File: src/rtl/pll_lock_cp_consts.svh
// Offsets, fields, reset values and step sizes of the PLL control bank
// What this block does
// - Lock after chosen count of consecutive in-window samples, 5 to 65535.
// - Training starts on a 0-to-1 edge of the training bit only.
// - Cycle slip guard adds about 6 mA for each large-phase-error cycle.
// - Pin off when pin enable is 0; otherwise driven when companion bit is 1.
// - Without companion bit, serial output off unless chip address is 000.
// - Oscillator bias follows its bit, only with the external oscillator.
// - Level bit picks 1.8 V (0) or 3 V supply (1) on the pin.
// - Down gain sets 20 uA per code, 0 to 2.54 mA.
// - Up gain sets 20 uA per code, 0 to maximum at 127.
// - Offset magnitude sets 5 uA per code, 0 to 635 uA.
// - Separate bits apply the offset upward (21) and downward (22).
// - High-gain mode adds about 3 mA of pump current.
// - Lock detect register resets to default, detection and guard on.
`ifndef PLL_LOCK_CP_CONSTS_SVH
`define PLL_LOCK_CP_CONSTS_SVH

// Register offsets on the programming port
`define LOCK_DETECT_CONFIG_OFS 6'h07
`define ANALOG_ENABLE_CONFIG_OFS 6'h08
`define CHARGE_PUMP_CONFIG_OFS 6'h09

// Reset values
`define LOCK_DETECT_CONFIG_RST 24'h200844
`define ANALOG_ENABLE_CONFIG_RST 24'h01BFFF
`define CHARGE_PUMP_CONFIG_RST 24'h547264

// Lock detect register fields
`define LOCK_WIN_LSB 0
`define LOCK_WIN_MSB 2
`define LOCK_ENABLE_BIT 11
`define LOCK_TRAIN_BIT 20
`define LOCK_SLIP_BIT 21

// Consecutive in-window counts for window codes 0 to 7
`define LOCK_CNT_CODE0 16'h0005
`define LOCK_CNT_CODE1 16'h0020
`define LOCK_CNT_CODE2 16'h0060
`define LOCK_CNT_CODE3 16'h0100
`define LOCK_CNT_CODE4 16'h0200
`define LOCK_CNT_CODE5 16'h0800
`define LOCK_CNT_CODE6 16'h2000
`define LOCK_CNT_CODE7 16'hFFFF

// Analog enable register fields
`define AE_PIN_EN_BIT 5
`define AE_BIAS_BIT 10
`define AE_HF_REF_BIT 21
`define AE_LEVEL_BIT 22

// Pump current steps in microamps
`define PUMP_GAIN_STEP_UA 14'h0014
`define PUMP_OFFSET_STEP_UA 14'h0005
`define PUMP_HIGH_GAIN_UA 14'h0BB8
`define PUMP_SLIP_BOOST_UA 14'h1770

`endif

File: src/rtl/pll_lock_cp_pkg.sv
// Types shared by the PLL control bank
package pll_lock_cp_pkg;

  // Charge pump register layout, bit 23 down to bit 0
  typedef struct packed {
    logic high_gain_pump_mode;
    logic offset_dn_en;
    logic offset_up_en;
    logic [6:0] offset_mag;
    logic [6:0] up_gain;
    logic [6:0] dn_gain;
  } charge_pump_cfg_s;

  // Pump drive toward the analog core
  typedef struct packed {
    logic [13:0] up_ua;
    logic [13:0] dn_ua;
  } charge_pump_drive_s;

  // Lock detector states
  typedef enum logic [1:0] {
    LOCK_OFF,
    LOCK_SEEK,
    LOCK_HELD
  } lock_state_e;

endpackage

File: src/rtl/pll_lock_cp_control_regs.sv
// Lock detect, analog enable and charge pump control registers
`timescale 1ns/1ps
`include "pll_lock_cp_consts.svh"

module pll_lock_cp_control_regs (
  // Clock and reset
  input wire logic clk_i,
  input wire logic srst_i,
  // Register port from the serial shifter
  input wire logic wr_en_i,
  input wire logic [5:0] wr_addr_i,
  input wire logic [23:0] wr_data_i,
  input wire logic [5:0] rd_addr_i,
  output logic [23:0] rd_data_o,
  // Lock detector inputs from the phase detector
  input wire logic sample_i,
  input wire logic in_window_i,
  input wire logic phase_err_large_i,
  // Context from other registers and straps
  input wire logic force_drive_i,
  input wire logic [2:0] chip_addr_i,
  input wire logic ext_osc_sel_i,
  input wire logic serial_data_i,
  // Lock detector outputs
  output logic lock_indicator_o,
  output logic train_start_o,
  // Lock or serial output pin
  output logic lock_or_serial_out_pin_o,
  output logic lock_or_serial_out_pin_oe_n_o,
  output logic digital_3v_supply_sel_o,
  // Analog controls
  output logic bias_en_o,
  output logic reference_crystal_hf_o,
  output logic cycle_slip_boost_o,
  output pll_lock_cp_pkg::charge_pump_drive_s charge_pump_o
);

  logic [23:0] lock_detect_config_q;
  logic [23:0] analog_enable_config_q;
  pll_lock_cp_pkg::charge_pump_cfg_s charge_pump_config_q;
  pll_lock_cp_pkg::lock_state_e lock_state_q;
  logic [15:0] win_cnt_q;
  logic train_prev_q;
  logic lock_en;
  logic train_bit;
  logic slip_en;
  logic pin_en;
  logic [2:0] win_code;
  logic [16:0] cnt_next;

  // Consecutive count needed for each window code
  function automatic logic [15:0] lock_target(input logic [2:0] code);
    logic [15:0] t;
    t = `LOCK_CNT_CODE0;
    unique case (code)
      3'h0: t = `LOCK_CNT_CODE0;
      3'h1: t = `LOCK_CNT_CODE1;
      3'h2: t = `LOCK_CNT_CODE2;
      3'h3: t = `LOCK_CNT_CODE3;
      3'h4: t = `LOCK_CNT_CODE4;
      3'h5: t = `LOCK_CNT_CODE5;
      3'h6: t = `LOCK_CNT_CODE6;
      3'h7: t = `LOCK_CNT_CODE7;
    endcase
    return t;
  endfunction

  // Pump current in microamps for one direction
  function automatic logic [13:0] pump_ua(input logic [6:0] gain,
                                          input logic off_en,
                                          input logic [6:0] mag,
                                          input logic high_gain,
                                          input logic boost);
    logic [13:0] ua;
    ua = 14'(gain) * `PUMP_GAIN_STEP_UA;
    if (off_en) begin
      ua = ua + 14'(mag) * `PUMP_OFFSET_STEP_UA;
    end
    if (high_gain) begin
      ua = ua + `PUMP_HIGH_GAIN_UA;
    end
    if (boost) begin
      ua = ua + `PUMP_SLIP_BOOST_UA;
    end
    return ua;
  endfunction

  // Field taps
  assign lock_en = lock_detect_config_q[`LOCK_ENABLE_BIT];
  assign train_bit = lock_detect_config_q[`LOCK_TRAIN_BIT];
  assign slip_en = lock_detect_config_q[`LOCK_SLIP_BIT];
  assign pin_en = analog_enable_config_q[`AE_PIN_EN_BIT];
  assign win_code = lock_detect_config_q[`LOCK_WIN_MSB:`LOCK_WIN_LSB];
  assign cnt_next = {1'b0, win_cnt_q} + 17'h00001;

  // Register writes; unmapped offsets are ignored
  always_ff @(posedge clk_i) begin
    if (srst_i) begin
      lock_detect_config_q <= `LOCK_DETECT_CONFIG_RST;
      analog_enable_config_q <= `ANALOG_ENABLE_CONFIG_RST;
      charge_pump_config_q <= `CHARGE_PUMP_CONFIG_RST;
    end else if (wr_en_i) begin
      unique case (wr_addr_i)
        `LOCK_DETECT_CONFIG_OFS: lock_detect_config_q <= wr_data_i;
        `ANALOG_ENABLE_CONFIG_OFS: analog_enable_config_q <= wr_data_i;
        `CHARGE_PUMP_CONFIG_OFS: charge_pump_config_q <= wr_data_i;
        default: ;
      endcase
    end
  end

  // Readback, registered; unmapped offsets read zero
  always_ff @(posedge clk_i) begin
    if (srst_i) begin
      rd_data_o <= 24'h000000;
    end else begin
      unique case (rd_addr_i)
        `LOCK_DETECT_CONFIG_OFS: rd_data_o <= lock_detect_config_q;
        `ANALOG_ENABLE_CONFIG_OFS: rd_data_o <= analog_enable_config_q;
        `CHARGE_PUMP_CONFIG_OFS: rd_data_o <= charge_pump_config_q;
        default: rd_data_o <= 24'h000000;
      endcase
    end
  end

  // Training edge detect; a held bit gives only one pulse
  always_ff @(posedge clk_i) begin
    if (srst_i) begin
      train_prev_q <= 1'b0;
      train_start_o <= 1'b0;
    end else begin
      train_prev_q <= train_bit;
      train_start_o <= train_bit & ~train_prev_q;
    end
  end

  // Lock detector; counter saturates so a long run never wraps into unlock
  always_ff @(posedge clk_i) begin
    if (srst_i) begin
      lock_state_q <= pll_lock_cp_pkg::LOCK_OFF;
      win_cnt_q <= 16'h0000;
      lock_indicator_o <= 1'b0;
    end else if (!lock_en) begin
      lock_state_q <= pll_lock_cp_pkg::LOCK_OFF;
      win_cnt_q <= 16'h0000;
      lock_indicator_o <= 1'b0;
    end else if (train_start_o) begin
      // Retraining after a rate change restarts the hunt
      lock_state_q <= pll_lock_cp_pkg::LOCK_SEEK;
      win_cnt_q <= 16'h0000;
      lock_indicator_o <= 1'b0;
    end else if (sample_i) begin
      if (!in_window_i) begin
        lock_state_q <= pll_lock_cp_pkg::LOCK_SEEK;
        win_cnt_q <= 16'h0000;
        lock_indicator_o <= 1'b0;
      end else begin
        if (!cnt_next[16]) begin
          win_cnt_q <= cnt_next[15:0];
        end
        if (cnt_next >= {1'b0, lock_target(win_code)}) begin
          lock_state_q <= pll_lock_cp_pkg::LOCK_HELD;
          lock_indicator_o <= 1'b1;
        end else begin
          lock_state_q <= pll_lock_cp_pkg::LOCK_SEEK;
        end
      end
    end else if (lock_state_q == pll_lock_cp_pkg::LOCK_OFF) begin
      lock_state_q <= pll_lock_cp_pkg::LOCK_SEEK;
    end
  end

  // Pin drive; shared serial bus is left to the part at address 000
  always_ff @(posedge clk_i) begin
    if (srst_i) begin
      lock_or_serial_out_pin_oe_n_o <= 1'b1;
      lock_or_serial_out_pin_o <= 1'b0;
      digital_3v_supply_sel_o <= 1'b0;
    end else begin
      if (!pin_en) begin
        lock_or_serial_out_pin_oe_n_o <= 1'b1;
      end else if (force_drive_i) begin
        lock_or_serial_out_pin_oe_n_o <= 1'b0;
      end else begin
        lock_or_serial_out_pin_oe_n_o <= (chip_addr_i != 3'h0);
      end
      lock_or_serial_out_pin_o <= force_drive_i ? lock_indicator_o
                                                : serial_data_i;
      digital_3v_supply_sel_o <= analog_enable_config_q[`AE_LEVEL_BIT];
    end
  end

  // Analog enables and pump drive, registered toward the core
  always_ff @(posedge clk_i) begin
    if (srst_i) begin
      bias_en_o <= 1'b0;
      reference_crystal_hf_o <= 1'b0;
      cycle_slip_boost_o <= 1'b0;
      charge_pump_o <= '0;
    end else begin
      bias_en_o <= analog_enable_config_q[`AE_BIAS_BIT] & ext_osc_sel_i;
      reference_crystal_hf_o <= analog_enable_config_q[`AE_HF_REF_BIT];
      cycle_slip_boost_o <= slip_en & phase_err_large_i;
      charge_pump_o.up_ua <= pump_ua(charge_pump_config_q.up_gain,
                                     charge_pump_config_q.offset_up_en,
                                     charge_pump_config_q.offset_mag,
                                     charge_pump_config_q.high_gain_pump_mode,
                                     slip_en & phase_err_large_i);
      charge_pump_o.dn_ua <= pump_ua(charge_pump_config_q.dn_gain,
                                     charge_pump_config_q.offset_dn_en,
                                     charge_pump_config_q.offset_mag,
                                     charge_pump_config_q.high_gain_pump_mode,
                                     slip_en & phase_err_large_i);
    end
  end
endmodule

File: config.mk
export PLATFORM = sky130hd
export DESIGN_NAME = pll_lock_cp_control_regs
export DESIGN_NICKNAME = d
export VERILOG_FILES = /design/src/rtl/pll_lock_cp_pkg.sv /design/src/rtl/pll_lock_cp_control_regs.sv
export VERILOG_INCLUDE_DIRS = /design/src /design/src/rtl
export SDC_FILE = /design/constraint.sdc
export NUM_CORES = 1
export LEC_CHECK = 0
export BUFFER_PORTS_ARGS = -buffer_cell sky130_fd_sc_hd__buf_2
export CORE_MARGIN = 2
export CORE_UTILIZATION = 53
export CTS_CLUSTER_SIZE = 25
export DETAILED_ROUTE_END_ITERATION = 10
export GPL_ROUTABILITY_DRIVEN = 0
export GPL_TIMING_DRIVEN = 0
export HOLD_SLACK_MARGIN = 0.12
export PLACE_DENSITY = 0.76
export RECOVER_POWER = 50
export SYNTH_ARGS = -nofsm -noshare
export SYNTH_HDL_FRONTEND = slang
export SYNTH_SLANG_ARGS = --single-unit
File: constraint.sdc
create_clock -name clk_i -period 3.8 [get_ports clk_i]
set_clock_uncertainty 0.05 [all_clocks]
set_input_delay 0.19 -clock clk_i [delete_from_list [all_inputs] [get_ports clk_i]]
set_output_delay 0.19 -clock clk_i [all_outputs]
set_load 0.01 [all_outputs]
==> impl_metrics.csv <==
group,metric,value,unit
run,drv_cap,0,
power_and_ir_drop,vdd_drop_max,0.358,mV
sta,tightestPinTransition,1.15,ns
placement,port_buffers,106,
drt,ant_nets,0,
status,violations,"negative setup slack",
setup_path,critPathLaunch,"charge_pump_config_q[17]",
clock_network,clk_path_buf_depth,2,
die,die_h,133,µm
sta,timing.fmax,0.248,GHz
clock_network,tritoncts,"built",
power_and_ir_drop,power.total,3.83,mW
sta,finalCritPeriodShare,106,%
placement,dp_hpwl,17100,µm
yosys,ys_warn_count,0,
sta,drv_slew,0,
die,floorplan.initialDensity,54.7,%
die,core-area,16000,µm²
drt,wire_per_inst,17.4,µm
sta,finalHoldViolCount,0,
clock_network,htreeDepth,4,
yosys,netlist_area,8760,µm²
clock_network,clock-sinks,157,
drt,wl_met3,1950,µm
yosys,ys_seq_area_share,35.9,%
drt,vias,8284,
cells_and_area,mostFrequentLayoutCells,"nand2_1 (179), dfxtp_1 (149), clkbuf_1 (106), nor2_1 (87), a21oi_1 (71)",
sta,min_period,4.03,ns
sta,rsz0062_at_grt,"yes",
setup_path,crit_type,"flip-flop to flip-flop",
drt,drtIter0Drc,860,
drt,wl,25000,µm
setup_path,end_kind,"flip-flop",
yosys,syn_inst,1034,
min_path,hold_path.startpoint,"wr_addr_i[2]",
placement,place_area,9590,µm²
setup_path,critPathRequiredTime,4.03,ns
status,outcome,"finished, violations left",
drt,top_layer,"met4",
setup_path,cp.arrival,4.27,ns
global_routing,grt_pass1_vias,7844,
sta,setup_tns,-1.42,ns
clock_network,clkTransAtPathRegs,0.07,ns
clock_network,cts_made_buffers,17,
clock_network,insertion_delay,0.43,ns
drt,wl_met2,11800,µm
cells_and_area,fin_area,11000,µm²
yosys,synth.distinct_cells,79,
cells_and_area,stdcell_count,1438,
setup_path,cp_max_fo,4,
cells_and_area,antenna_cells,0,
drt,wl_met1,10500,µm
power_and_ir_drop,leakage,4.53,nW
global_routing,grt-ovfl-total,0,
global_routing,grt_start_max_net_pins,17,
die,die_w,133,µm
drt,vias_per_cell,5.76,
yosys,synth_nets,1157,
setup_path,rrSetupSlack,-0.23,ns
cells_and_area,layout_commonest_cell,"nand2_1",
drt,dr.pass1.iters,7,
die,num_rows,46,
yosys,postSynth.asyncResetShare,0,%
min_path,hold_class,"input pin to flip-flop",
cells_and_area,final_core_util,68.6,%
global_routing,grt_use_total,27.7,%
cells_and_area,area_growth,25.4,%
sta,setup_ws,-0.231,ns
cells_and_area,n_fill_cell,1296,
sta,maxSlewHeadroom,22.6,%
yosys,syn_area_per_cell,8.47,µm²
cells_and_area,nNetsFinal,1332,
setup_path,rr_startpoint,"charge_pump_config_q[17]",
cells_and_area,drive_above_1_share,15.9,%
setup_path,startpoint_type,"flip-flop",
global_routing,antenna_found_initial,0,
die,io_pins,108,
drt,drc_errors,0,
placement,dp_cells,1356,
sta,setup_viol,10,
global_routing,grt_pass1_wl,39000,µm
yosys,ys_ff_latch,157,
yosys,synth_top_flop_cell,"dfxtp_1",
clock_network,root_buffer,"clkbuf_16",
power_and_ir_drop,power.density,349,nW/µm²
yosys,synth_edf_count,0,
die,die_area,17600,µm²
[per-layer routing]
layer | track usage (%) | vias to the layer above
li1 | - | 3989
met1 | 35.3 | 3859
met2 | 46.2 | 371
met3 | 5.02 | 65
met4 | 11.6 | 0
met5 | 0 | -
[synth_stat cells (all sizes together) (20+ instances only)]
library cell | number | share of area, %
a21oi | 76 | 4.3
a222oi | 24 | 2.7
and3 | 20 | 1.4
clkbuf | 41 | 1.8
dfxtp | 157 | 36
ha | 70 | 10
inv | 35 | 1.5
nand2 | 181 | 7.8
nand3b | 42 | 3.6
nor2 | 89 | 3.8
o21ai | 35 | 2.1
xnor2 | 36 | 3.9
xor2 | 25 | 2.6
[report_power, final]
| group | switching [mW] | internal (mW) | leakage, nW |
|---|---|---|---|
| Clock | 0.760 | 1.07 | 0.299 |
| Sequential | 0.0102 | 1.67 | 1.28 |
| Combinational | 0.178 | 0.141 | 2.95 |
[critical path, cell delays in order, from the launching register on]
cell and delay, ns:
dfxtp_4 0.37, ha_4 0.24, ha_4 0.16, fa_2 0.37
a21oi_2 0.14, nor2_1 0.06, nor2_2 0.19, xnor2_2 0.16
ha_1 0.29, or4b_4 0.48, o211ai_2 0.09, a211oi_4 0.07
a2111oi_4 0.27, nand3_1 0.17, a21o_1 0.22, nor4b_4 0.13
a31o_1 0.20, a31oi_1 0.13, a21oi_1 0.08
[kinds of logic (layout without fill, tap and decap cells)]
group,after synthesis,after routing,share of synthesized area [%]
simple gates,421,421,23.1
xor+xnor,61,61,6.44
mux,13,13,1.57
fa+ha+maj,75,75,11.1
flops,157,157,35.9
compound gates,218,218,17.9
buf+inv,89,277,4.01
[metrics by stage]
stage | hold slack [ns] | worst slack, ns
5_1_grt | 0.181 | -0.419
2_1_floorplan | 0.254 | 0.0127
3_5_place_dp | 0.328 | -0.451
4_1_cts | 0.146 | -0.103
6_report | 0.153 | -0.231
3_3_place_gp | 0.321 | -0.422
[area by class of cell]
type	count	area [µm²]	area share (%)
sequential	157	3160	28.8
multi-input combinational	788	5670	51.7
clock inverter	13	176	1.61
timing repair buffer	156	906	8.25
inverter	36	135	1.23
buffer	53	214	1.95
clock buffer	19	443	4.03
tap	216	270	2.46
[registers in the layout, indices dropped and copies added (netlist names), 16 cells and up, named ones only]
register,count
charge_pump_o,28
analog_enable_config_q,24
win_cnt_q,16
charge_pump_config_q,24
rd_data_o,24
lock_detect_config_q,24
[path summary, 6_finish.rpt]
path / to / cells after the start
worst max register to register: charge_pump_o[13] / 18
worst min-delay path: lock_detect_config_q[3] / 5
worst min register to register: train_start_o / 1
worst max-delay path: charge_pump_o[13] / 18
[repair_timing]
action,in CTS,in global routing
endpoints found under the hold margin,73,0
endpoints found under the setup margin,13,12
pin swaps,29,27
setup buffers,16,5
resized for setup,41,26
hold buffers,31,0
No activity file was read; power rests on OpenSTA's default activity.
